$ cat config.mk
export PLATFORM = sky130hd
export DESIGN_NAME = cis_sequencer
export DESIGN_NICKNAME = d
export VERILOG_FILES = /design/src/logic/cis_pkg.sv /design/src/logic/cis_sequencer.sv
export SDC_FILE = /design/constraint.sdc
export NUM_CORES = 1
export LEC_CHECK = 0
export ABC_AREA = 0
export CORE_ASPECT_RATIO = 0.9
export CORE_MARGIN = 2
export CORE_UTILIZATION = 45
export CTS_BUF_LIST = sky130_fd_sc_hd__clkbuf_2
export DETAILED_ROUTE_END_ITERATION = 12
export DONT_BUFFER_PORTS = 1
export PLACE_DENSITY_LB_ADDON = 0.15
export SETUP_SLACK_MARGIN = 0.5
export SYNTH_ARGS = -nofsm -noshare
export SYNTH_HDL_FRONTEND = slang
export SYNTH_SLANG_ARGS = --single-unit
$ cat constraint.sdc
create_clock -name sys_clk_i -period 3.8 [get_ports sys_clk_i]
set_clock_uncertainty 0.2 [all_clocks]
set_input_delay 0.76 -clock sys_clk_i [delete_from_list [all_inputs] [get_ports sys_clk_i]]
set_output_delay 0.76 -clock sys_clk_i [all_outputs]
set_load 0.1 [all_outputs]
$ cat src/logic/cis_pkg.sv
/*
 cis_pkg: constants and state type for the interrupt entry/exit sequencer.
 assumes a byte-wide stack memory and a 15-bit word-addressed program counter.
*/
`default_nettype none
package cis_pkg;
   localparam int NUM_SRC_DEF       = 8;
   localparam int PC_W              = 15;
   localparam int SP_W              = 16;
   localparam int BYTE_W            = 8;
   localparam int CNT_W             = 16;
   localparam int ENTRY_CYC         = 4;
   localparam int RETURN_CYC        = 4;
   localparam int JUMP_CYC          = 3;
   localparam int WAKE_EXTRA_CYC    = 4;
   localparam int SLEEP_STARTUP_DEF = 6;
   // each vector slot holds a two-word jump
   localparam int VEC_STRIDE        = 2;
   localparam logic [SP_W-1:0]  SP_STEP        = 16'h0002;
   localparam logic [SP_W-1:0]  SP_ONE         = 16'h0001;
   localparam logic [SP_W-1:0]  SP_RESET       = 16'h0000;
   localparam logic [PC_W-1:0]  APP_BASE       = 15'h0000;
   localparam logic [PC_W-1:0]  BOOT_START_DEF = 15'h7000;
   localparam logic [CNT_W-1:0] PUSH_LO_CNT    = 16'h0000;
   localparam logic [CNT_W-1:0] PUSH_HI_CNT    = 16'h0001;
   localparam logic [CNT_W-1:0] POP_HI_CNT     = 16'h0002;
   localparam int PC_LO_W = BYTE_W;
   localparam int PC_HI_W = PC_W - BYTE_W;
   typedef enum logic [2:0] {
      CIS_IDLE,
      CIS_WAKE,
      CIS_ENTRY,
      CIS_JUMP,
      CIS_RETURN
   } cis_state_t;
endpackage : cis_pkg
`default_nettype wire

$ cat src/logic/cis_sequencer.sv
/*
 cis_sequencer: interrupt arbitration, entry push and return pop for a small core.
 assumes the core flags instruction boundaries, obeys core_stall_o and that the
 stack memory answers a read one cycle after stack_re_o.
*/
// Functional notes
// - one undivided cpu clock drives all sequencer logic
// - reset and every source get their own vector address
// - take a request only with its enable and global enable set
// - boot lock bits suppress interrupts depending on program counter region
// - vectors at lowest addresses; lower address means higher priority
// - vector relocate bit moves vectors to boot section start
// - reset relocate fuse moves reset vector to boot section start
// - accepting an interrupt clears global enable
// - global enable set inside a handler allows nesting
// - hardware clears a flag source's pending flag on vectoring
// - writing one clears a flag, writing zero leaves it
// - flag events held while disabled until enabled or cleared
// - pending flags served in priority order once global enable set
// - level sources request only while their condition is present
// - one main instruction runs after return before next interrupt
// - status word not saved or restored by hardware
// - global disable takes effect at once, same-cycle requests too
// - instruction after global enable runs before pending interrupts
// - entry takes four cycles, pushing program counter
// - vector jump takes three cycles to reach the handler
// - interrupts wait for multi-cycle instructions to complete
// - wake from sleep adds four cycles beyond start-up time
// - return takes four cycles, pops pc, sp plus two, sets enable
// - entry decrements stack pointer by two
`timescale 1ns/100ps
`default_nettype none
module cis_sequencer
   import cis_pkg::*;
#(
   parameter int                 NUM_SRC           = NUM_SRC_DEF,
   parameter logic [NUM_SRC-1:0] LEVEL_MASK        = '0,
   parameter logic [PC_W-1:0]    BOOT_START        = BOOT_START_DEF,
   parameter int                 SLEEP_STARTUP_CYC = SLEEP_STARTUP_DEF
)(
   input  wire logic               sys_clk_i,
   input  wire logic               rst_i,
   input  wire logic               instr_done_i,
   input  wire logic               cli_i,
   input  wire logic               sei_i,
   input  wire logic               return_from_irq_i,
   input  wire logic               sleeping_i,
   input  wire logic               status_gie_wr_i,
   input  wire logic               status_gie_data_i,
   input  wire logic [NUM_SRC-1:0] flag_event_i,
   input  wire logic [NUM_SRC-1:0] level_req_i,
   input  wire logic [NUM_SRC-1:0] irq_enable_i,
   input  wire logic               flag_clear_wr_i,
   input  wire logic [NUM_SRC-1:0] flag_clear_data_i,
   input  wire logic               vector_relocate_i,
   input  wire logic               reset_vector_relocate_fuse_i,
   input  wire logic               app_boot_lock_bit_i,
   input  wire logic               boot_section_lock_bit_i,
   input  wire logic [PC_W-1:0]    pc_i,
   input  wire logic               sp_wr_i,
   input  wire logic [SP_W-1:0]    sp_wr_data_i,
   input  wire logic [BYTE_W-1:0]  stack_rdata_i,
   output logic                    gie_o,
   output logic [NUM_SRC-1:0]      flags_o,
   output logic [NUM_SRC-1:0]      ack_o,
   output logic                    core_stall_o,
   output logic                    wake_o,
   output logic                    pc_load_o,
   output logic [PC_W-1:0]         pc_load_addr_o,
   output logic                    stack_we_o,
   output logic                    stack_re_o,
   output logic [SP_W-1:0]         stack_addr_o,
   output logic [BYTE_W-1:0]       stack_wdata_o,
   output logic [SP_W-1:0]         sp_o
);
   localparam int IDX_W = (NUM_SRC > 1) ? $clog2(NUM_SRC) : 1;

   function automatic logic [IDX_W-1:0] prio_idx(input logic [NUM_SRC-1:0] req);
      logic [IDX_W-1:0] idx;
      idx = '0;
      for (int i = NUM_SRC - 1; i >= 0; i--) begin
         if (req[i]) begin
            idx = IDX_W'(i);
         end
      end
      return idx;
   endfunction : prio_idx

   // slot 0 belongs to reset, source n sits at slot n+1
   function automatic logic [PC_W-1:0] vec_of(input logic [PC_W-1:0] base,
                                              input logic [IDX_W-1:0] idx);
      return base + PC_W'((int'(idx) + 1) * VEC_STRIDE);
   endfunction : vec_of

   cis_state_t         state_reg, state_next;
   logic [CNT_W-1:0]   cnt_reg, cnt_next;
   logic               gie_reg, gie_next;
   logic [NUM_SRC-1:0] flag_reg, flag_next;
   logic [NUM_SRC-1:0] ack_reg, ack_next;
   logic [IDX_W-1:0]   sel_reg, sel_next;
   logic [PC_W-1:0]    ret_pc_reg, ret_pc_next;
   logic [PC_HI_W-1:0] pop_hi_reg, pop_hi_next;
   logic [SP_W-1:0]    sp_reg, sp_next;
   logic               boot_reg, boot_next;
   logic               stall_reg, stall_next;
   logic               wake_reg, wake_next;
   logic               load_reg, load_next;
   logic [PC_W-1:0]    load_addr_reg, load_addr_next;
   logic               we_reg, we_next;
   logic               re_reg, re_next;
   logic [SP_W-1:0]    addr_reg, addr_next;
   logic [BYTE_W-1:0]  wdata_reg, wdata_next;

   logic [NUM_SRC-1:0] pending;
   logic [NUM_SRC-1:0] eligible;
   logic [NUM_SRC-1:0] clr_mask;
   logic [IDX_W-1:0]   sel_now;
   logic [PC_W-1:0]    vec_base;
   logic               lock_block;
   logic               take_ok;
   logic               do_take;

   always_comb begin
      pending  = (flag_reg & ~LEVEL_MASK) | (level_req_i & LEVEL_MASK);
      eligible = pending & irq_enable_i;
      sel_now  = prio_idx(eligible);
      vec_base = vector_relocate_i ? BOOT_START : APP_BASE;
      // vectors in the other section are blocked while running from the locked one
      lock_block = (app_boot_lock_bit_i && vector_relocate_i && (pc_i < BOOT_START)) ||
                   (boot_section_lock_bit_i && !vector_relocate_i && (pc_i >= BOOT_START));
      // gie_reg only rises after the enabling instruction retires, so the next one runs first
      take_ok  = gie_reg && !cli_i && !lock_block && (|eligible);
      do_take  = 1'b0;
      state_next     = state_reg;
      cnt_next       = cnt_reg + 1'b1;
      gie_next       = gie_reg;
      ack_next       = '0;
      sel_next       = sel_reg;
      ret_pc_next    = ret_pc_reg;
      pop_hi_next    = pop_hi_reg;
      sp_next        = sp_wr_i ? sp_wr_data_i : sp_reg;
      boot_next      = 1'b0;
      wake_next      = 1'b0;
      load_next      = 1'b0;
      load_addr_next = load_addr_reg;
      we_next        = 1'b0;
      re_next        = 1'b0;
      addr_next      = addr_reg;
      wdata_next     = wdata_reg;
      if (status_gie_wr_i) begin
         gie_next = status_gie_data_i;
      end
      if (sei_i) begin
         gie_next = 1'b1;
      end
      if (cli_i) begin
         gie_next = 1'b0;
      end
      case (state_reg)
         CIS_IDLE: begin
            if (boot_reg) begin
               load_next      = 1'b1;
               load_addr_next = reset_vector_relocate_fuse_i ? BOOT_START : APP_BASE;
            end else if (return_from_irq_i) begin
               state_next = CIS_RETURN;
               cnt_next   = '0;
            end else if (take_ok && sleeping_i) begin
               state_next = CIS_WAKE;
               wake_next  = 1'b1;
               cnt_next   = '0;
            end else if (take_ok && instr_done_i) begin
               do_take = 1'b1;
            end
         end
         CIS_WAKE: begin
            if (cnt_reg == CNT_W'(SLEEP_STARTUP_CYC + WAKE_EXTRA_CYC - 1)) begin
               if (take_ok) begin
                  do_take = 1'b1;
               end else begin
                  state_next = CIS_IDLE;
               end
            end
         end
         CIS_ENTRY: begin
            if (cnt_reg == PUSH_LO_CNT) begin
               we_next    = 1'b1;
               addr_next  = sp_reg;
               wdata_next = ret_pc_reg[PC_LO_W-1:0];
            end
            if (cnt_reg == PUSH_HI_CNT) begin
               we_next    = 1'b1;
               addr_next  = sp_reg - SP_ONE;
               wdata_next = {1'b0, ret_pc_reg[PC_W-1:PC_LO_W]};
               sp_next    = sp_reg - SP_STEP;
            end
            if (cnt_reg == CNT_W'(ENTRY_CYC - 1)) begin
               load_next      = 1'b1;
               load_addr_next = vec_of(vec_base, sel_reg);
               state_next     = CIS_JUMP;
               cnt_next       = '0;
            end
         end
         CIS_JUMP: begin
            // the core runs the vector jump; no arbitration until it lands
            if (cnt_reg == CNT_W'(JUMP_CYC - 1)) begin
               state_next = CIS_IDLE;
            end
         end
         CIS_RETURN: begin
            if (cnt_reg == PUSH_LO_CNT) begin
               re_next   = 1'b1;
               addr_next = sp_reg + SP_ONE;
            end
            if (cnt_reg == PUSH_HI_CNT) begin
               re_next   = 1'b1;
               addr_next = sp_reg + SP_STEP;
               sp_next   = sp_reg + SP_STEP;
            end
            if (cnt_reg == POP_HI_CNT) begin
               pop_hi_next = stack_rdata_i[PC_HI_W-1:0];
            end
            if (cnt_reg == CNT_W'(RETURN_CYC - 1)) begin
               load_next      = 1'b1;
               load_addr_next = {pop_hi_reg, stack_rdata_i};
               gie_next       = 1'b1;
               state_next     = CIS_IDLE;
            end
         end
         default: begin
            state_next = CIS_IDLE;
         end
      endcase
      if (do_take) begin
         // only the enable bit of the status word is touched here
         gie_next    = 1'b0;
         sel_next    = sel_now;
         ret_pc_next = pc_i;
         ack_next    = NUM_SRC'(1) << sel_now;
         state_next  = CIS_ENTRY;
         cnt_next    = '0;
      end
      clr_mask  = (flag_clear_wr_i ? flag_clear_data_i : '0) | (ack_next & ~LEVEL_MASK);
      // an event in the clearing cycle survives
      flag_next = (flag_reg & ~clr_mask) | (flag_event_i & ~LEVEL_MASK);
      stall_next = (state_next == CIS_WAKE) || (state_next == CIS_ENTRY) ||
                   (state_next == CIS_RETURN);
   end

   always_ff @(posedge sys_clk_i) begin
      if (rst_i) begin
         state_reg     <= CIS_IDLE;
         cnt_reg       <= '0;
         gie_reg       <= 1'b0;
         flag_reg      <= '0;
         ack_reg       <= '0;
         sel_reg       <= '0;
         ret_pc_reg    <= APP_BASE;
         pop_hi_reg    <= '0;
         sp_reg        <= SP_RESET;
         boot_reg      <= 1'b1;
         stall_reg     <= 1'b0;
         wake_reg      <= 1'b0;
         load_reg      <= 1'b0;
         load_addr_reg <= APP_BASE;
         we_reg        <= 1'b0;
         re_reg        <= 1'b0;
         addr_reg      <= SP_RESET;
         wdata_reg     <= '0;
      end else begin
         state_reg     <= state_next;
         cnt_reg       <= cnt_next;
         gie_reg       <= gie_next;
         flag_reg      <= flag_next;
         ack_reg       <= ack_next;
         sel_reg       <= sel_next;
         ret_pc_reg    <= ret_pc_next;
         pop_hi_reg    <= pop_hi_next;
         sp_reg        <= sp_next;
         boot_reg      <= boot_next;
         stall_reg     <= stall_next;
         wake_reg      <= wake_next;
         load_reg      <= load_next;
         load_addr_reg <= load_addr_next;
         we_reg        <= we_next;
         re_reg        <= re_next;
         addr_reg      <= addr_next;
         wdata_reg     <= wdata_next;
      end
   end

   assign gie_o          = gie_reg;
   assign flags_o        = flag_reg;
   assign ack_o          = ack_reg;
   assign core_stall_o   = stall_reg;
   assign wake_o         = wake_reg;
   assign pc_load_o      = load_reg;
   assign pc_load_addr_o = load_addr_reg;
   assign stack_we_o     = we_reg;
   assign stack_re_o     = re_reg;
   assign stack_addr_o   = addr_reg;
   assign stack_wdata_o  = wdata_reg;
   assign sp_o           = sp_reg;
endmodule : cis_sequencer
`default_nettype wire

==> summary.txt <==
Final layout
  – Post-route design area: between 7000 and 8000 um^2
  – Fraction of layout instances using a drive strength above 1: 10.2%
  – Utilization after layout: around 53%
  – Post-layout net count: about 900
  – Area added between synthesis and finish: 13.8%
  – Final-layout fill cell count: 1304

GRT
  – Busiest metal layer after global routing: met2
  – Largest net degree at the start of global routing: 88
  – Number of global-route vias before repair: roughly 5600
  – Residual overflow from global routing: 0
  – Met3 track demand over resource: under 10%
  – GR Util All Layers: 24.6%
  – Number of antenna violations at the first check in global routing: 1
  – Met2 Usage GRT: 37.6%
  – Fraction of met1 tracks used by global routing: 32.5%
  – First-pass GRT wire length: between 20 and 30 mm

STA
  – Final number of max-transition violations: 0
  – Tightest slew margin relative to the limit: a little over a quarter
  – Time the worst path needs with I/O delays and setup: approximately 3.0 ns
  – FMAX: approximately 340 MHz
  – Worst Setup Slack, final: roughly 0.8 ns
  – RSZ-0062 raised after global routing: no
  – Hold violation count in the final report: 0
  – Final period util: about four fifths
  – Post-route worst hold slack: 0.0464 ns
  – Sum of negative setup slack: 0 ns
  – Setup violation total in the final timing report: 0
  – Actual transition at the worst max-transition pin: ~1.1 ns

Critical path
  – Worst reg-to-reg setup slack: roughly 0.8 ns
  – Required time reported for the critical path endpoint: between 4 and 5 ns
  – Cell at the slowest stage of the critical path: sky130_fd_sc_hd__mux2i_1
  – End of the worst register-to-register path: stack_addr_o[8]$_SDFFE_PP0P_
  – Worst R2R Start: cnt_reg[5]$_SDFF_PP0_
  – CP max stage delay: 0.62 ns
  – Dominant delay contributor by cell family on the critical path: simple AND/OR/NAND/NOR gates
  – Critical Path AT: 3.40 ns
  – Nature of the critical path startpoint: register
  – Endpoint class of the critical path: register
  – Setup CP Type: register to register
  – Largest fanout on the critical path: 8
  – Cells along the critical path: nor4_2, and4_1, mux2i_1, a32oi_1, xor2_1, o21ai_0
  – Buffers plus inverters on the worst setup path: 0
  – Depth of the most critical reg-to-reg path: 6

Synth
  – Top area cells in the synthesized netlist: sky130_fd_sc_hd__dfxtp_1 (39%), sky130_fd_sc_hd__nand2_1 (7.8%), sky130_fd_sc_hd__nor2_1 (4.9%)
  – Synth Cell Area: 6300 um^2
  – Post-synth ARST share: 0%
  – Synthesized-area fraction occupied by xor and xnor cells: ~5%
  – Most frequent cells after synthesis: sky130_fd_sc_hd__nand2_1 (131), sky130_fd_sc_hd__dfxtp_1 (122), sky130_fd_sc_hd__nor2_1 (83)
  – Distinct cell type count of the synthesized netlist: slightly above 70
  – Most common flop cell mapped by yosys: sky130_fd_sc_hd__dfxtp_1
  – Largest area contributor in the synthesized netlist: sky130_fd_sc_hd__dfxtp_1
  – Fraction of synthesized cell area taken by the top area cell type: 38.8%
  – Sequential area share after synthesis: slightly below 40%
  – Most frequent cell after synthesis: sky130_fd_sc_hd__nand2_1
  – Adder-cell share of the synthesized area: under 10%
  – Synthesized Nets: slightly below 900
  – Combinational family with the most area after synthesis: simple AND/OR/NAND/NOR gates
  – Mean area per synthesized cell: ~8 um^2
  – Number of flops mapped to enable cells by yosys: 0
  – Number of storage elements in the synthesis netlist: 122
  – Share of synthesized area spent on multiplexers: under 10%
  – Gate count of the mapped netlist: 794
  – Total number of yosys warnings: 0
  – Area share of and/or/nand/nor cells after synthesis: 26.1%
  – Compound-gate portion of the synthesized area: 20.4%

Route
  – Total wire length after detailed routing: between 15 and 20 mm
  – Total via count in the routed design: around 6000
  – Number of design-rule violations left by the first detailed-router iteration: roughly 520
  – Number of vias per cell after detailed routing: between 5 and 6
  – Avg WL per Cell: ~19 um
  – Post-detailed-route DRC marker count: 0
  – Remaining antenna violation count: 0
  – Count of TritonRoute iterations in the first routing pass: 5

Floorplanning
  – Top-level port count: ~160
  – Number of rows created at floorplan: 40
  – Die width: 129 um
  – Area enclosed by the die boundary: ~15000 um^2
  – Die height: about 120 um
  – Core Box Area: about 14000 um^2
  – Starting Density: roughly 47%

Power and ir drop
  – Pwr Density: around 430 nW/um^2
  – Peak supply drop: about 0.20 mV
  – Leakage dissipation: 2.63 nW

Outcome
  – Run status: finished clean

Clock tree
  – Root Buffer Master: sky130_fd_sc_hd__clkbuf_2
  – Sinks on the clock net: approximately 120
  – Clock transition time at the flip-flop clock pins of the worst setup and hold paths: approximately 0.19 ns
  – TritonCTS Buffers: 17
  – Clock tree from TritonCTS: yes
  – Clock insertion delay at the later pin of the skew report: ~0.73 ns
  – Bufs on Longest Clock Path: 2
  – Number of H-tree levels: 4

Placed design
  – Estimated wirelength of the detail-placed design: around 13 mm
  – Final weighted congestion of routability-driven global placement: 0.948
  – Instance area after placement: about 6500 um^2
  – Pre-CTS worst setup slack: between 0.8 and 0.9 ns
  – Number of port buffers: 0

Min path
  – Worst Hold Path Cells: 2
  – Worst min path class: primary input to register
  – Endpoint of the worst hold path: sp_o[10]$_SDFF_PP0_
  – Hold path startpoint: sp_wr_data_i[10]

Flow run
  – Max-capacitance violation count: 0
## final cells by class
| cell class | instances | area, um^2 | share of cell area (%) |
|---|---|---|---|
| Tap cell | 168 | 210 | 2.93 |
| Clock buffer | 19 | 95.1 | 1.33 |
| Sequential cell | 122 | 2440 | 34.1 |
| Clock inverter | 13 | 175 | 2.44 |
| Multi-Input combinational cell | 600 | 3570 | 49.8 |
| Antenna cell | 1 | 2.50 | 0.0349 |
| Inverter | 15 | 56.3 | 0.786 |
| Timing Repair Buffer | 68 | 616 | 8.59 |
## timing repair
action	CTS	global route
buffers inserted	0	0
gates resized for setup	0	0
endpoints found under the hold margin	88	4
hold buffers	31	4
## how the worst max path moves through the flow
stage               slack, ns                     from  cells past startpoint                       endpoint
floorplan                0.90       sp_o[1]$_SDFF_PP0_                      9             sp_o[7]$_SDFF_PP0_
global placement         0.93  state_reg[0]$_SDFF_PP0_                      6          flags_o[3]$_SDFF_PP0_
detailed placement       0.87    cnt_reg[5]$_SDFF_PP0_                      6   stack_addr_o[8]$_SDFFE_PP0P_
CTS                      0.84  state_reg[0]$_SDFF_PP0_                      7     ret_pc_reg[9]$_SDFFE_PP0P_
global route             0.61    cnt_reg[5]$_SDFF_PP0_                      6  stack_addr_o[14]$_SDFFE_PP0P_
finish                   0.82    cnt_reg[5]$_SDFF_PP0_                      6   stack_addr_o[8]$_SDFFE_PP0P_
## through the flow
step           total power [W]  cells
2_1_floorplan          0.00198    794
3_3_place_gp           0.00208    938
3_5_place_dp           0.00209    938
4_1_cts                0.00308   1001
5_1_grt                0.00320   1005
6_report               0.00307   1006
## power by group
part	total [W]	switching, W	internal (W)
clock	0.000950	0.000517	0.000432
combinational	0.000613	0.000422	0.000191
sequential	0.00151	0.000186	0.00132
total	0.00307	0.00113	0.00195
## layer usage
layer	share of wire [%]	routed length, um
met4	1.6	306
met2	45	8340
met1	44	8200
met5	0	0
met3	9.7	1800
## kinds of logic (layout without fill, tap and decap cells)
logic type,count (synthesis),after routing
simple gates,348,348
compound gates,187,187
flops,122,122
buf+inv,72,115
xor+xnor,36,36
mux,19,19
fa+ha+maj,10,10
other cells,0,1
## cells in the final DEF, fill, tap and decap left out, drive strengths merged, types with 3 or more instances in the layout
cell type / n
o21ai: 28
or2: 3
a22oi: 9
clkinvlp: 3
nor2: 83
clkbuf: 19
nand2b: 3
nor4: 10
dlygate4sd3: 34
nand2: 132
a21oi: 51
nor3: 24
dfxtp: 122
and4: 5
a221oi: 5
and2: 7
ha: 10
o221ai: 3
nand3: 31
nor3b: 5
nand4: 12
buf: 34
mux2i: 19
inv: 16
a32oi: 6
or3: 4
bufinv: 4
a211oi: 22
clkinv: 5
o31ai: 4
a31oi: 6
and3: 14
nor2b: 6
a311oi: 17
xor2: 14
o22ai: 10
a221o: 4
xnor2: 22
(Power assumes the default switching activity.)
